--- config.mk ---
export PLATFORM = sky130hd
export DESIGN_NAME = pmw_power_mode_wakeup
export DESIGN_NICKNAME = d
export VERILOG_FILES = /design/src/pmw_pkg.sv /design/src/pmw_flag.sv /design/src/pmw_power_mode_wakeup.sv
export SDC_FILE = /design/constraint.sdc
export NUM_CORES = 1
export LEC_CHECK = 0
export BUFFER_PORTS_ARGS = -buffer_cell sky130_fd_sc_hd__buf_4
export CELL_PAD_IN_SITES_DETAIL_PLACEMENT = 1
export CELL_PAD_IN_SITES_GLOBAL_PLACEMENT = 2
export CORE_MARGIN = 5
export CORE_UTILIZATION = 34
export CTS_CLUSTER_SIZE = 8
export DETAILED_ROUTE_END_ITERATION = 8
export PLACE_DENSITY_LB_ADDON = 0.1
export SYNTH_ARGS = -nofsm -noshare
export SYNTH_HDL_FRONTEND = slang
export SYNTH_HIERARCHICAL = 1
export SYNTH_SLANG_ARGS = --single-unit
--- constraint.sdc ---
create_clock -name sys_clk -period 4.1 [get_ports sys_clk]
set_input_delay 0.615 -clock sys_clk [delete_from_list [all_inputs] [get_ports sys_clk]]
set_output_delay 0.615 -clock sys_clk [all_outputs]
set_load 0.02 [all_outputs]
--- src/pmw_pkg.sv ---
package pmw_pkg;
  localparam logic [7:0] PMW_ADDR_CONTROL = 8'h87;
  localparam logic [7:0] PMW_ADDR_WAKE_CONFIG = 8'hB5;
  localparam logic [7:0] PMW_ADDR_MODE_OPTIONS = 8'hB6;
  localparam int PMW_BIT_SLEEP = 7;
  localparam int PMW_BIT_SUSPEND = 6;
  localparam int PMW_BIT_CLEAR = 5;
  localparam int PMW_BIT_RESET_PIN = 4;
  localparam int PMW_BIT_RTC_FAIL = 3;
  localparam int PMW_BIT_RTC_ALARM = 2;
  localparam int PMW_BIT_PORT_MATCH = 1;
  localparam int PMW_BIT_COMP_EDGE = 0;
  localparam int PMW_BIT_RTC_OUT_EN = 7;
  localparam int PMW_BIT_WAKE_OUT_EN = 6;
  localparam int PMW_BIT_MON_OFF = 5;
  localparam int PMW_BIT_STOP = 1;
  localparam int PMW_BIT_IDLE = 0;
  localparam int PMW_GF_LSB = 2;
  localparam int PMW_GF_MSB = 7;
  localparam int PMW_NUM_WAKE_SRC = 4;
  localparam logic [7:0] PMW_CONTROL_RESET = 8'h00;
  localparam logic [7:0] PMW_MODE_RESET = 8'h00;
  localparam logic [1:0] PMW_FLAG_HOLD_CLKS = 2'h2;
  typedef enum logic [1:0] {
    PMW_RUN = 2'b00,
    PMW_IDLE = 2'b01,
    PMW_STOP = 2'b10,
    PMW_LOWPWR = 2'b11
  } pmw_state_t;
endpackage

--- src/pmw_flag.sv ---
`timescale 1ns/1ps
`default_nettype none
module pmw_flag
  import pmw_pkg::*;
(
  input wire logic sys_clk, // System clock
  input wire logic reset, // Sync reset
  input wire logic event_in, // Event level
  input wire logic clear, // Clear strobe
  output logic flag // Sticky flag
);
  logic event_q;
  always_ff @(posedge sys_clk) begin
    if (reset) begin
      event_q <= 1'b0;
    end else begin
      event_q <= event_in;
    end
  end
  // Rising edge sets; set beats a same-cycle clear
  always_ff @(posedge sys_clk) begin
    if (reset) begin
      flag <= 1'b0;
    end else if (event_in && !event_q) begin
      flag <= 1'b1;
    end else if (clear) begin
      flag <= 1'b0;
    end
  end
endmodule
`default_nettype wire

--- src/pmw_power_mode_wakeup.sv ---
// Overview of operation
// - Bit 7 write one enters sleep
// - Bit 6 write one enters suspend
// - Bit 5 write one clears flags
// - Bit 4 reads reset-pin fall flag
// - Bit 3 enables/reads oscillator fail
// - Bit 2 enables/reads alarm
// - Bit 1 enables/reads port match
// - Bit 0 enables/reads comparator edge
// - Set flag blocks suspend or sleep
// - Flags read zero two clocks after suspend
// - Mode bit 7 enables clock output
// - Mode bit 6 routes wake request
// - Mode bit 5 disables battery monitor
// - Mode bits 4:0 read zero
// - Control bits 7:2 general flags
// - Control bit 1 enters stop
// - Control bit 0 enters idle
// - Wake request high awake, low asleep
// - Reset when monitor off requests POR
// - Reset-pin fall always wakes sleep
// - Flags set regardless of enables
//
// The address-and-strobe port was left to the implementer.
`timescale 1ns/1ps
`default_nettype none
module pmw_power_mode_wakeup
  import pmw_pkg::*;
(
  input wire logic sys_clk, // 20 MHz system clock
  input wire logic reset, // Sync reset, active high
  input wire logic [7:0] reg_addr, // Register address
  input wire logic [7:0] reg_wdata, // Write data
  input wire logic reg_wr, // Write strobe
  input wire logic reg_rd, // Read strobe
  output logic [7:0] reg_rdata, // Read data, cycle after strobe
  input wire logic reset_pin_n, // Reset pin level
  input wire logic rtc_osc_fail, // Oscillator failed level
  input wire logic rtc_alarm, // Alarm event level
  input wire logic port_match, // Port match level
  input wire logic comparator_out, // Comparator0 output
  input wire logic rtc_clk_in, // Oscillator clock level
  input wire logic any_reset_src, // Any reset source active
  input wire logic wake_interrupt, // Interrupt wakes idle
  output logic [1:0] power_state, // Current power mode
  output logic lpo_keep_on, // Keep low power osc on
  output logic rtc_out, // Buffered clock pin
  output logic rtc_out_oe, // Clock pin drive enable
  output logic wake_req_out, // Wake request pin
  output logic wake_req_oe, // Wake request drive enable
  output logic battery_monitor_off, // Monitor disabled
  output logic full_por_req // Full power-on reset request
);
  ////////////////////////////////////////////////////////////////////////
  logic wr_ctrl;
  logic wr_wake;
  logic wr_mode;
  logic clear_strobe;
  logic [PMW_NUM_WAKE_SRC:0] wake_events;
  logic [PMW_NUM_WAKE_SRC:0] flags;
  logic [PMW_NUM_WAKE_SRC-1:0] wake_enable;
  logic [5:0] general_flags;
  logic [7:0] mode_opts;
  logic [1:0] hold_cnt;
  logic from_suspend;
  logic lowpwr_sleep;
  logic sources_hit;
  logic flags_any;
  logic [7:0] next_rdata;
  pmw_state_t state;

  assign wr_ctrl = reg_wr && (reg_addr == PMW_ADDR_CONTROL);
  assign wr_wake = reg_wr && (reg_addr == PMW_ADDR_WAKE_CONFIG);
  assign wr_mode = reg_wr && (reg_addr == PMW_ADDR_MODE_OPTIONS);
  assign clear_strobe = wr_wake && reg_wdata[PMW_BIT_CLEAR];
  assign wake_events = {!reset_pin_n, rtc_osc_fail, rtc_alarm, port_match,
                        comparator_out};

  ////////////////////////////////////////////////////////////////////////
  // One sticky flag per source, edge triggered
  genvar gi;
  generate
    for (gi = 0; gi <= PMW_NUM_WAKE_SRC; gi++) begin : g_flag
      pmw_flag u_flag (
        .sys_clk(sys_clk),
        .reset(reset),
        .event_in(wake_events[gi]),
        .clear(clear_strobe),
        .flag(flags[gi])
      );
    end
  endgenerate
  assign flags_any = |flags;

  ////////////////////////////////////////////////////////////////////////
  // Enables are write-only and held until the next wake-config write
  always_ff @(posedge sys_clk) begin
    if (reset) begin
      wake_enable <= '0;
    end else if (wr_wake) begin
      wake_enable <= reg_wdata[PMW_BIT_RTC_FAIL:PMW_BIT_COMP_EDGE];
    end
  end

  always_ff @(posedge sys_clk) begin
    if (reset) begin
      general_flags <= PMW_CONTROL_RESET[PMW_GF_MSB:PMW_GF_LSB];
    end else if (wr_ctrl) begin
      general_flags <= reg_wdata[PMW_GF_MSB:PMW_GF_LSB];
    end
  end

  // Monitor disable survives only until the next reset
  always_ff @(posedge sys_clk) begin
    if (reset) begin
      mode_opts <= PMW_MODE_RESET;
    end else if (wr_mode) begin
      mode_opts <= {reg_wdata[7:5], 5'h00};
    end
  end

  ////////////////////////////////////////////////////////////////////////
  assign sources_hit = |(flags[PMW_NUM_WAKE_SRC-1:0] & wake_enable);

  always_ff @(posedge sys_clk) begin
    if (reset) begin
      state <= PMW_RUN;
      lowpwr_sleep <= 1'b0;
      from_suspend <= 1'b0;
    end else begin
      from_suspend <= 1'b0;
      unique case (state)
        PMW_RUN: begin
          if (wr_wake && reg_wdata[PMW_BIT_SLEEP] && !flags_any) begin
            state <= PMW_LOWPWR;
            lowpwr_sleep <= 1'b1;
          end else if (wr_wake && reg_wdata[PMW_BIT_SUSPEND] && !flags_any) begin
            state <= PMW_LOWPWR;
            lowpwr_sleep <= 1'b0;
          end else if (wr_ctrl && reg_wdata[PMW_BIT_STOP]) begin
            state <= PMW_STOP;
          end else if (wr_ctrl && reg_wdata[PMW_BIT_IDLE]) begin
            state <= PMW_IDLE;
          end
        end
        PMW_IDLE: begin
          if (wake_interrupt) begin
            state <= PMW_RUN;
          end
        end
        PMW_STOP: begin
          // Only a reset leaves stop
          state <= PMW_STOP;
        end
        PMW_LOWPWR: begin
          if (sources_hit || flags[PMW_BIT_RESET_PIN]) begin
            state <= PMW_RUN;
            from_suspend <= !lowpwr_sleep;
          end
        end
      endcase
    end
  end

  // Flag reads masked for two clocks after suspend wake
  always_ff @(posedge sys_clk) begin
    if (reset) begin
      hold_cnt <= 2'h0;
    end else if (from_suspend) begin
      hold_cnt <= PMW_FLAG_HOLD_CLKS - 2'h1;
    end else if (hold_cnt != 2'h0) begin
      hold_cnt <= hold_cnt - 2'h1;
    end
  end

  ////////////////////////////////////////////////////////////////////////
  always_comb begin
    next_rdata = 8'h00;
    unique case (reg_addr)
      PMW_ADDR_CONTROL: next_rdata = {general_flags, 2'b00};
      PMW_ADDR_WAKE_CONFIG: begin
        if (!from_suspend && hold_cnt == 2'h0) begin
          next_rdata = {3'b000, flags};
        end
      end
      PMW_ADDR_MODE_OPTIONS: next_rdata = mode_opts;
      default: next_rdata = 8'h00;
    endcase
  end

  always_ff @(posedge sys_clk) begin
    if (reset) begin
      reg_rdata <= 8'h00;
    end else if (reg_rd) begin
      reg_rdata <= next_rdata;
    end else begin
      reg_rdata <= 8'h00;
    end
  end

  ////////////////////////////////////////////////////////////////////////
  always_ff @(posedge sys_clk) begin
    if (reset) begin
      power_state <= PMW_RUN;
      lpo_keep_on <= 1'b0;
      rtc_out <= 1'b0;
      rtc_out_oe <= 1'b0;
      wake_req_out <= 1'b0;
      wake_req_oe <= 1'b0;
      battery_monitor_off <= 1'b0;
      full_por_req <= 1'b0;
    end else begin
      power_state <= state;
      lpo_keep_on <= flags_any;
      rtc_out <= rtc_clk_in && mode_opts[PMW_BIT_RTC_OUT_EN];
      rtc_out_oe <= mode_opts[PMW_BIT_RTC_OUT_EN];
      wake_req_out <= !(state == PMW_LOWPWR && lowpwr_sleep);
      wake_req_oe <= mode_opts[PMW_BIT_WAKE_OUT_EN];
      battery_monitor_off <= mode_opts[PMW_BIT_MON_OFF];
      full_por_req <= any_reset_src && mode_opts[PMW_BIT_MON_OFF];
    end
  end

  ////////////////////////////////////////////////////////////////////////
  property p_sleep_blocked;
    @(posedge sys_clk) disable iff (reset)
      (state == PMW_RUN && wr_wake && reg_wdata[PMW_BIT_SLEEP] && flags_any)
      |=> state != PMW_LOWPWR;
  endproperty
  a_sleep_blocked: assert property (p_sleep_blocked) else $error("entered low power with flag");

  property p_clear;
    @(posedge sys_clk) disable iff (reset)
      (clear_strobe && wake_events == '0) |=> flags == '0;
  endproperty
  a_clear: assert property (p_clear) else $error("clear failed");

  property p_mode_low_zero;
    @(posedge sys_clk) disable iff (reset)
      (reg_rd && reg_addr == PMW_ADDR_MODE_OPTIONS) |=> reg_rdata[4:0] == 5'h00;
  endproperty
  a_mode_low_zero: assert property (p_mode_low_zero) else $error("mode low bits nonzero");

  property p_gf;
    @(posedge sys_clk) disable iff (reset)
      wr_ctrl ##1 (reg_rd && reg_addr == PMW_ADDR_CONTROL && !wr_ctrl)
      |=> reg_rdata[7:2] == $past(reg_wdata[7:2], 2);
  endproperty
  a_gf: assert property (p_gf) else $error("general flags lost");

  property p_stop;
    @(posedge sys_clk) disable iff (reset)
      (state == PMW_RUN && wr_ctrl && reg_wdata[PMW_BIT_STOP] && !wr_wake)
      |=> state == PMW_STOP ##1 power_state == PMW_STOP;
  endproperty
  a_stop: assert property (p_stop) else $error("stop not entered");

  property p_suspend_mask;
    @(posedge sys_clk) disable iff (reset)
      from_suspend ##0 (reg_rd && reg_addr == PMW_ADDR_WAKE_CONFIG)
      |=> reg_rdata == 8'h00;
  endproperty
  a_suspend_mask: assert property (p_suspend_mask) else $error("flags visible early");

  property p_pin_wake;
    @(posedge sys_clk) disable iff (reset)
      (state == PMW_LOWPWR && flags[PMW_BIT_RESET_PIN]) |=> state == PMW_RUN;
  endproperty
  a_pin_wake: assert property (p_pin_wake) else $error("pin did not wake");

  property p_wake_req;
    @(posedge sys_clk) disable iff (reset)
      (state == PMW_LOWPWR && lowpwr_sleep) |=> !wake_req_out;
  endproperty
  a_wake_req: assert property (p_wake_req) else $error("wake request high asleep");

  property p_por;
    @(posedge sys_clk) disable iff (reset)
      (any_reset_src && battery_monitor_off && !wr_mode && !$past(wr_mode))
      |=> full_por_req;
  endproperty
  a_por: assert property (p_por) else $error("no full reset request");

  property p_sleep_entry;
    @(posedge sys_clk) disable iff (reset)
      (state == PMW_RUN && wr_wake && reg_wdata[PMW_BIT_SLEEP] && !flags_any)
      |=> state == PMW_LOWPWR && lowpwr_sleep;
  endproperty
  a_sleep_entry: assert property (p_sleep_entry) else $error("sleep not entered");

  property p_suspend_entry;
    @(posedge sys_clk) disable iff (reset)
      (state == PMW_RUN && wr_wake && reg_wdata[PMW_BIT_SUSPEND] && !reg_wdata[PMW_BIT_SLEEP]
       && !flags_any) |=> state == PMW_LOWPWR && !lowpwr_sleep;
  endproperty
  a_suspend_entry: assert property (p_suspend_entry) else $error("no suspend");

  property p_idle_entry;
    @(posedge sys_clk) disable iff (reset)
      (state == PMW_RUN && wr_ctrl && reg_wdata[PMW_BIT_IDLE] && !reg_wdata[PMW_BIT_STOP])
      |=> state == PMW_IDLE;
  endproperty
  a_idle_entry: assert property (p_idle_entry) else $error("idle not entered");

  property p_idle_hold;
    @(posedge sys_clk) disable iff (reset)
      (state == PMW_IDLE && !wake_interrupt) |=> state == PMW_IDLE;
  endproperty
  a_idle_hold: assert property (p_idle_hold) else $error("idle left early");

  property p_stop_hold;
    @(posedge sys_clk) disable iff (reset)
      state == PMW_STOP |=> state == PMW_STOP;
  endproperty
  a_stop_hold: assert property (p_stop_hold) else $error("stop left early");

  property p_lpo;
    @(posedge sys_clk) disable iff (reset)
      flags_any |=> lpo_keep_on;
  endproperty
  a_lpo: assert property (p_lpo) else $error("oscillator released with flag");

  property p_rtc_out;
    @(posedge sys_clk) disable iff (reset)
      mode_opts[PMW_BIT_RTC_OUT_EN] |=> rtc_out == $past(rtc_clk_in);
  endproperty
  a_rtc_out: assert property (p_rtc_out) else $error("clock output wrong");

  property p_pin_flag;
    @(posedge sys_clk) disable iff (reset)
      (!reset_pin_n && $past(reset_pin_n)) |=> flags[PMW_BIT_RESET_PIN];
  endproperty
  a_pin_flag: assert property (p_pin_flag) else $error("pin flag not set");

  property p_wake_oe;
    @(posedge sys_clk) disable iff (reset)
      wr_mode |-> ##2 wake_req_oe == $past(reg_wdata[PMW_BIT_WAKE_OUT_EN], 2);
  endproperty
  a_wake_oe: assert property (p_wake_oe) else $error("wake pin enable wrong");

  property p_mon_off;
    @(posedge sys_clk) disable iff (reset)
      wr_mode |-> ##2 battery_monitor_off == $past(reg_wdata[PMW_BIT_MON_OFF], 2);
  endproperty
  a_mon_off: assert property (p_mon_off) else $error("monitor disable wrong");
endmodule
`default_nettype wire

==> impl_metrics.json, run 1 <==
{
  "netlist_area_um2": 1780,
  "tightest_slew_ns": 0.531,
  "die_y_um": 82.3,
  "end_kind": "register",
  "boundaryPins": 45,
  "grt_start_max_net_pins": 37,
  "synth_sequential_area_ratio_pct": 51.8,
  "holdWs_ns": 0.467,
  "cts_setup_buffers": 0,
  "crit_path_start_kind": "register",
  "worst_r2r_path_depth": 4,
  "setup_slack_ns": 2.23,
  "slew_violations": 0,
  "clkTransAtPathRegs_ns": 0.08,
  "period_share_pct": 45.7,
  "dp_cells": 291,
  "grt_pass1_wl_um": 7360,
  "via_count": 1445,
  "routed_wl_um": 4560,
  "route.detailed.drc": 0,
  "status": "finished clean",
  "tns_ns": 0,
  "worstSkewPairLatency_ns": 0.30,
  "cts_tree": "done",
  "clk_root_buffer_cell": "clkbuf_8",
  "clock_skew_ns": 0.00540,
  "min_period_ns": 1.87,
  "instances_no_fill": 299,
  "postSynthCellCount": 182,
  "hold_class": "reg2reg",
  "synth-edff-count": 0,
  "crit_fanout": 4,
  "dp_worst_setup_slack_ns": 1.99,
  "ant_nets": 0,
  "power.density_nw_per_um2": 426,
  "worstPathCellList": "or4_4 -> or4_1 -> or3_1 -> a21oi_1",
  "cp_slowest_cell": "or4_4",
  "die_w_um": 82.3,
  "drive_gt1_share_pct": 27.9,
  "io_buffers": 44,
  "leakagePower_nw": 0.994,
  "r2r_slack_ns": 2.23,
  "slew_headroom_pct": 64.5,
  "ys_seq_elements": 46,
  "critPathKind": "reg2reg",
  "overflow": 0,
  "routedWlPerCell_um": 15.3,
  "slowest_delay_ns": 0.58,
  "rsz0062_at_grt": "false",
  "synth_cell_type_count": 46,
  "vias_per_cell": 4.83,
  "cts_buffer_depth": 2,
  "first_pass_iters": 4,
  "grt_pass1_vias": 1544,
  "dpl.hpwl_um": 3470,
  "initial_utilization_pct": 34.8,
  "max_freq_ghz": 0.534,
  "antenna_found_initial": 0,
  "synth_nets": 211,
  "cts.hold.buffers_added": 0,
  "cap_violations": 0,
  "syn2layout_area_growth_pct": 29.3,
  "avgSynthCellArea_um2": 9.78,
  "synthArstFlopShare_pct": 0,
  "cts.sinks": 46,
  "cts_resized": 0,
  "rows": 26,
  "drt_iter0_markers": 54,
  "critPathRequiredTime_ns": 4.33,
  "dieArea_um2": 6780,
  "diodes": 0,
  "numCtsBuffers": 5,
  "htree_levels": 2,
  "place_congestion": 0.741,
  "yosysWarnings": 6,
  "hold_violations": 0,
  "coreArea_um2": 5110,
  "holdPathStages": 2,
  "arrival_ns": 2.10,
  "synth-main-ff-cell": "dfxtp_1",
  "fin_nets": 257,
  "ir_worst_vdd_mv": 0.171,
  "fin_util_pct": 45.0,
  "grt_usage_pct": 14.6,
  "setup_violations": 0
}
==> per-stage QoR <==
stage	power [mW]	cell area [um^2]
2_1_floorplan	0.538	1780
3_3_place_gp	0.574	2160
3_5_place_dp	0.584	2160
4_1_cts	0.997	2300
5_1_grt	1.02	2300
6_report	0.980	2300
==> layer usage <==
metal	track usage (%)	vias to the layer above	part of all wire [%]
li1	-	724	-
met1	16.9	684	44
met2	25.8	32	49
met3	4.01	5	4.9
met4	4.49	0	1.2
met5	0	-	0
==> synth_stat cells, types with 2 or more instances <==
cell type	count	area share [%]
a21oi_2	5	2.5
mux2i_1	8	4.5
nor2b_1	9	3.2
a22oi_1	6	2.5
and2_1	6	2.1
a21oi_1	10	2.8
and4b_1	2	1.1
nand2_1	5	1.1
nand3_1	6	1.7
inv_1	9	1.9
clkbuf_1	2	0.42
nand2b_1	11	3.9
dfxtp_1	46	52
and3_1	3	1.1
nor2_1	23	4.9
==> power breakdown <==
group	internal (mW)	total (mW)	switching, mW
clock	0.260	0.408	0.149
combinational	0.0493	0.101	0.0519
sequential	0.461	0.471	0.00993
==> critical path: cells and delay by family, from the launching register on <==
kind,cells,cell delay (ns)
simple gates,3,1.33
flops,1,0.34
compound gates,1,0.14
==> cells by family (layout without fill, tap and decap cells) <==
kind of cell,after synthesis,count (layout),synth area share (%)
and+or+nand+nor,80,80,25.7
DFF,46,46,51.8
AOI/OAI and AO/OA,31,31,12.2
buffers and inverters,15,62,4.57
muxes,8,8,4.50
adders and majority gates,1,1,0.703
xor gates and xnor gates,1,1,0.492
==> final timing paths <==
path                          from                to
max          g_flag[0].u_flag/flag      lowpwr_sleep
min               general_flags[0]  general_flags[0]
min reg2reg       general_flags[0]  general_flags[0]
max reg2reg  g_flag[0].u_flag/flag      lowpwr_sleep
==> registers in the layout (all words and copies together) (netlist names), 2 cells and up <==
signal	count
hold_cnt	2
power_state	2
wake_enable	4
mode_opts	3
g_flag.u_flag/event_q	5
g_flag.u_flag/flag	5
reg_rdata	8
general_flags	6
state	2
==> cell usage in the layout, fill, tap and decap left out, drive strengths merged, types with 2 or more instances in the layout <==
master	synthesis	layout
nand3	7	7
mux2i	8	8
nand2b	11	11
and2	6	6
or3	2	2
a22oi	6	6
nor2b	9	9
nor2	23	23
nand2	5	5
and4b	3	3
buf	2	45
inv	9	9
or4	2	2
a21oi	15	15
dfxtp	46	46
clkbuf	4	6
and3	4	4
bufinv	0	2
==> cell type report <==
cell class              count  area (um^2)
clock inverters             2         60.1
flip-flops and latches     46          921
clock buffers               6         82.6
well taps                  70         87.6
multi-input cells         121          777
repair buffers             45          338
fillers                   605         2810
inverters                   9         33.8
Power figures use the tool's default switching activity.
==> run 2: changes to the inputs <==
- CORE_UTILIZATION: 34 -> 28
- clock period: 4.1 -> 1.6 ns (I/O delays scaled with it)
==> run 2 against run 1 <==
Net effect: the flow now finishes with violations (setup timing); final area rose by 3.6%; worst hold slack got worse by 0.31 ns; sequential power rose to 2.5 times the previous value.
==> impl_metrics.json, run 2 (synthesized netlist as in run 1, its figures left out) <==
{
  "coreArea_um2": 6280,
  "htree_levels": 2,
  "mostFrequentLayoutCells": "57 x buf_4, 45 x dfxtp_1, 23 x nor2_1",
  "critPathKind": "reg2reg",
  "first_pass_iters": 4,
  "diodes": 0,
  "boundaryPins": 45,
  "cts_tree": "done",
  "slew_headroom_pct": 60.6,
  "initial_utilization_pct": 28.3,
  "overflow": 0,
  "hold_class": "in2reg",
  "r2r_slack_ns": -0.22,
  "max_freq_ghz": 0.550,
  "r2r-end": "lowpwr_sleep",
  "worstPathCellList": "or4_4 -> or4_4 -> or3_4 -> a21oi_2",
  "fin_nets": 270,
  "period_share_pct": 114,
  "setup_slack_ns": -0.219,
  "grt_usage_pct": 12.0,
  "route.detailed.drc": 0,
  "rows": 29,
  "die_y_um": 89.7,
  "clock_skew_ns": 0.00564,
  "place_congestion": 0.753,
  "routedWlPerCell_um": 15.0,
  "via_count": 1487,
  "leakagePower_nw": 1.04,
  "cts_buffer_depth": 2,
  "r2r-start": "g_flag[3].u_flag/flag",
  "hold_end": "full_por_req",
  "crit_path_frequent_cell": "or4_4",
  "grt_start_max_net_pins": 19,
  "cp_slowest_cell": "or4_4",
  "worstSkewPairLatency_ns": 0.29,
  "io_buffers": 44,
  "routed_wl_um": 4740,
  "die_w_um": 89.7,
  "slew_violations": 0,
  "instances_no_fill": 317,
  "grt_pass1_vias": 1587,
  "clkTransAtPathRegs_ns": 0.08,
  "rsz0062_at_grt": "true",
  "reg_top3": "reg_rdata: 8 flops, general_flags: 6 flops",
  "largest_reg_flops": 8,
  "end_kind": "register",
  "dpl.hpwl_um": 3660,
  "crit_path_start_kind": "register",
  "slowest_delay_ns": 0.54,
  "drt_iter0_markers": 68,
  "layout_commonest_cell": "buf_4",
  "clk_root_buffer_cell": "clkbuf_8",
  "drive_gt1_share_pct": 33.3,
  "cp.buffers_inverters": 0,
  "dp_cells": 310,
  "top_register": "reg_rdata",
  "worst_r2r_path_depth": 4,
  "syn2layout_area_growth_pct": 33.9,
  "holdPathStages": 2,
  "path_delay_family": "simple AND/OR/NAND/NOR gates",
  "ir_worst_vdd_mv": 0.298,
  "grt_pass1_wl_um": 7870,
  "setup_violations": 2,
  "cap_violations": 0,
  "min_period_ns": 1.82,
  "dieArea_um2": 8050,
  "arrival_ns": 2.04,
  "numCtsBuffers": 5,
  "status": "complete, but fails checks",
  "dp_worst_setup_slack_ns": -0.232,
  "crit_fanout": 2,
  "power.density_nw_per_um2": 918,
  "cts.sinks": 46,
  "hold_violations": 0,
  "ant_nets": 0,
  "antenna_found_initial": 0,
  "violations": "setup timing",
  "vias_per_cell": 4.69,
  "critPathRequiredTime_ns": 1.83,
  "min_from": "any_reset_src",
  "fin_util_pct": 38.0,
  "tightest_slew_ns": 0.588
}
## run 2: cell types whose count changed in the layout (fill, tap and decap cells not counted), sizes merged
cell	before	now
buf	45	58
bufinv	2	0
## run 2: power breakdown
part	total (mW)	leakage, nW	internal (mW)	switching [mW]
logic	0.289	0.620	0.148	0.141
clock network	0.699	0.0431	0.334	0.365
registers	1.20	0.375	1.18	0.0188
total	2.19	1.04	1.66	0.525
## run 2: layout make-up
type	count	area [um^2]
clock buffers	6	82.6
fillers	713	3890
inverters	9	33.8
multi-input cells	121	800
flip-flops and latches	46	922
well taps	77	96.3
repair buffers	58	448
## run 2: worst max path at each step
stage	end	slack, ns	from	depth (start not counted)
after floorplan	lowpwr_sleep	-0.15	g_flag[0].u_flag/flag	4
after global placement	lowpwr_sleep	-0.16	g_flag[0].u_flag/flag	4
after detailed placement	lowpwr_sleep	-0.23	g_flag[0].u_flag/flag	4
after CTS	lowpwr_sleep	-0.22	g_flag[3].u_flag/flag	4
after global routing	lowpwr_sleep	-0.24	g_flag[3].u_flag/flag	4
final	lowpwr_sleep	-0.22	g_flag[3].u_flag/flag	4
## run 2: per-layer routing
metal | up-vias | wire, um | share of wire (%) | GRT usage, %
met1 | 710 | 2090 | 44 | 14.4
met3 | 4 | 252 | 5.3 | 3.67
met2 | 31 | 2350 | 50 | 20.5
met4 | 0 | 48 | 1.0 | 3.78
met5 | - | 0 | 0 | 0
li1 | 742 | - | - | -
## run 2: repair_timing
action / in CTS / in global routing
hold buffers: 0 / 0
pin swaps: 4 / 0
resized for setup: 4 / 2
setup endpoints to repair: 2 / 3
buffers inserted: 1 / 0
## run 2: through the flow
stage	power [mW]	instance area (um^2)	hold WS, ns	TNS, ns
after CTS	2.23	2370	0.143	-0.349
after global routing	2.32	2380	0.160	-0.454
after floorplan	1.38	1780	0.302	-0.183
final	2.19	2380	0.153	-0.344
after global placement	1.49	2270	0.442	-0.214
after detailed placement	1.51	2270	0.447	-0.327
==> run 3: changes to the inputs <==
- GPL_TIMING_DRIVEN: unset -> 0
==> run 3 against run 2 <==
Net effect: the flow still finishes with violations (setup timing); critical path depth unchanged; worst hold slack got worse by 0.012 ns; non-clock buffer count decreased by 5; via count decreased by 0.40%; critical endpoint unchanged.
==> impl_metrics.json, run 3 (synthesized netlist as in run 1, its figures left out) <==
{
  "cts_buffer_depth": 2,
  "cts_tree": "done",
  "slowest_delay_ns": 0.54,
  "routedWlPerCell_um": 15.5,
  "mostFrequentLayoutCells": "48 x buf_4, 43 x dfxtp_1, 23 x nor2_1",
  "hold_violations": 0,
  "internal_power_mw": 1.68,
  "rsz0062_at_grt": "true",
  "min_period_ns": 1.81,
  "cap_violations": 0,
  "dp_cells": 303,
  "ant_nets": 0,
  "violations": "setup timing",
  "clk_root_buffer_cell": "clkbuf_8",
  "crit_path_frequent_cell": "or4_4",
  "clkTransAtPathRegs_ns": 0.08,
  "layout_commonest_cell": "buf_4",
  "critPathRequiredTime_ns": 1.83,
  "die_w_um": 89.7,
  "p_seq_share_pct": 54.6,
  "cp.buffers_inverters": 0,
  "ir_worst_vdd_mv": 0.353,
  "setup_slack_ns": -0.209,
  "status": "complete, but fails checks",
  "slew_violations": 0,
  "pwr-share-clk_pct": 32.8,
  "critPathKind": "reg2reg",
  "fin_nets": 265,
  "crit_fanout": 2,
  "dieArea_um2": 8050,
  "slew_headroom_pct": 60.1,
  "syn2layout_area_growth_pct": 32.0,
  "cp_slowest_cell": "or4_4",
  "end_kind": "register",
  "worstPathCellList": "or4_4 -> or4_4 -> or3_1 -> a21oi_2",
  "numCtsBuffers": 5,
  "top_register": "reg_rdata",
  "coreArea_um2": 6280,
  "diodes": 0,
  "crit_path_start_kind": "register",
  "drt_iter0_markers": 65,
  "rows": 29,
  "reg_top3": "reg_rdata: 8 flops, general_flags: 6 flops",
  "initial_utilization_pct": 28.3,
  "boundaryPins": 45,
  "netSwitchingFraction_pct": 24.2,
  "dpl.hpwl_um": 3690,
  "placed_cell_area_um2": 2210,
  "first_pass_iters": 4,
  "clock_skew_ns": 0.00396,
  "combPwrFrac_pct": 12.6,
  "instances_no_fill": 314,
  "vias_per_cell": 4.72,
  "io_buffers": 44,
  "grt_pass1_wl_um": 8330,
  "worstSkewPairLatency_ns": 0.29,
  "n_fill_cell": 746,
  "drive_gt1_share_pct": 32.5,
  "overflow": 0,
  "setup_violations": 2,
  "power.density_nw_per_um2": 942,
  "final_area_um2": 2350,
  "die_y_um": 89.7,
  "holdWs_ns": 0.141,
  "routed_wl_um": 4870,
  "grt_pass1_vias": 1660,
  "tightest_slew_ns": 0.595,
  "antenna_found_initial": 0,
  "largest_reg_flops": 8,
  "grt_start_max_net_pins": 14,
  "max_freq_ghz": 0.553,
  "cts.sinks": 46,
  "hold_class": "in2reg",
  "arrival_ns": 2.04,
  "via_count": 1481,
  "route.detailed.drc": 0,
  "period_share_pct": 113,
  "leakagePower_nw": 1.02,
  "switchingPower_mw": 0.536,
  "grt_usage_pct": 12.8,
  "place_congestion": 0.728,
  "htree_levels": 2,
  "path_delay_family": "simple AND/OR/NAND/NOR gates"
}
-- run 3: final cells by class --
type	instances	area, um^2	area share (%)
repair buffers	47	353	15.0
clock buffers	7	86.3	3.68
clock inverters	1	5.00	0.213
plain buffers	6	48.8	2.08
flip-flops and latches	46	925	39.4
inverters	9	33.8	1.44
multi-input cells	121	801	34.1
well taps	77	96.3	4.10
-- run 3: power by group through the flow --
stage / Sequential, mW / Combinational, mW / Clock (mW)
2_1_floorplan: 1.23 / 0.149 / 0
3_3_place_gp: 1.23 / 0.251 / 0
3_5_place_dp: 1.23 / 0.264 / 0
4_1_cts: 1.21 / 0.283 / 0.768
5_1_grt: 1.21 / 0.311 / 0.815
6_report: 1.21 / 0.279 / 0.726
-- run 3: worst paths after layout --
kind	startpoint	to	slack [ns]	depth (start not counted)
setup / recovery	g_flag[3].u_flag/flag	lowpwr_sleep	-0.21	4
hold / removal	any_reset_src	full_por_req	0.14	2
setup reg to reg	g_flag[3].u_flag/flag	lowpwr_sleep	-0.21	4
hold reg to reg	from_suspend	hold_cnt[1]	0.46	1
-- run 3: worst register-to-register path, cell delays in order (launching register included) --
cell and delay (ns):
dfxtp_2 0.33, or4_4 0.54, or4_4 0.43, or3_1 0.34, a21oi_2 0.12
-- run 3: layer usage --
layer	wire [um]	GRT usage, %
met4	57	4.66
met3	251	4.09
met1	2140	14.9
met2	2420	21.9
met5	0	0
-- run 3: stage by stage --
| step | setup WS [ns] | util (%) | total power, mW | setup TNS (ns) |
|---|---|---|---|---|
| global route | -0.254 | 37.4 | 2.34 | -0.454 |
| detailed placement | -0.292 | 35.1 | 1.50 | -3.46 |
| CTS | -0.213 | 37.2 | 2.26 | -0.394 |
| floorplan | -0.151 | - | 1.38 | -0.183 |
| finish | -0.209 | 37.4 | 2.21 | -0.347 |
| global placement | -0.224 | 35.1 | 1.48 | -1.95 |
-- run 3: timing repair --
item,CTS,global route
endpoints found under the setup margin,2,13
cloned,0,0
pin swaps,4,0
setup buffers,3,0
hold buffers,0,0
resized for setup,6,4
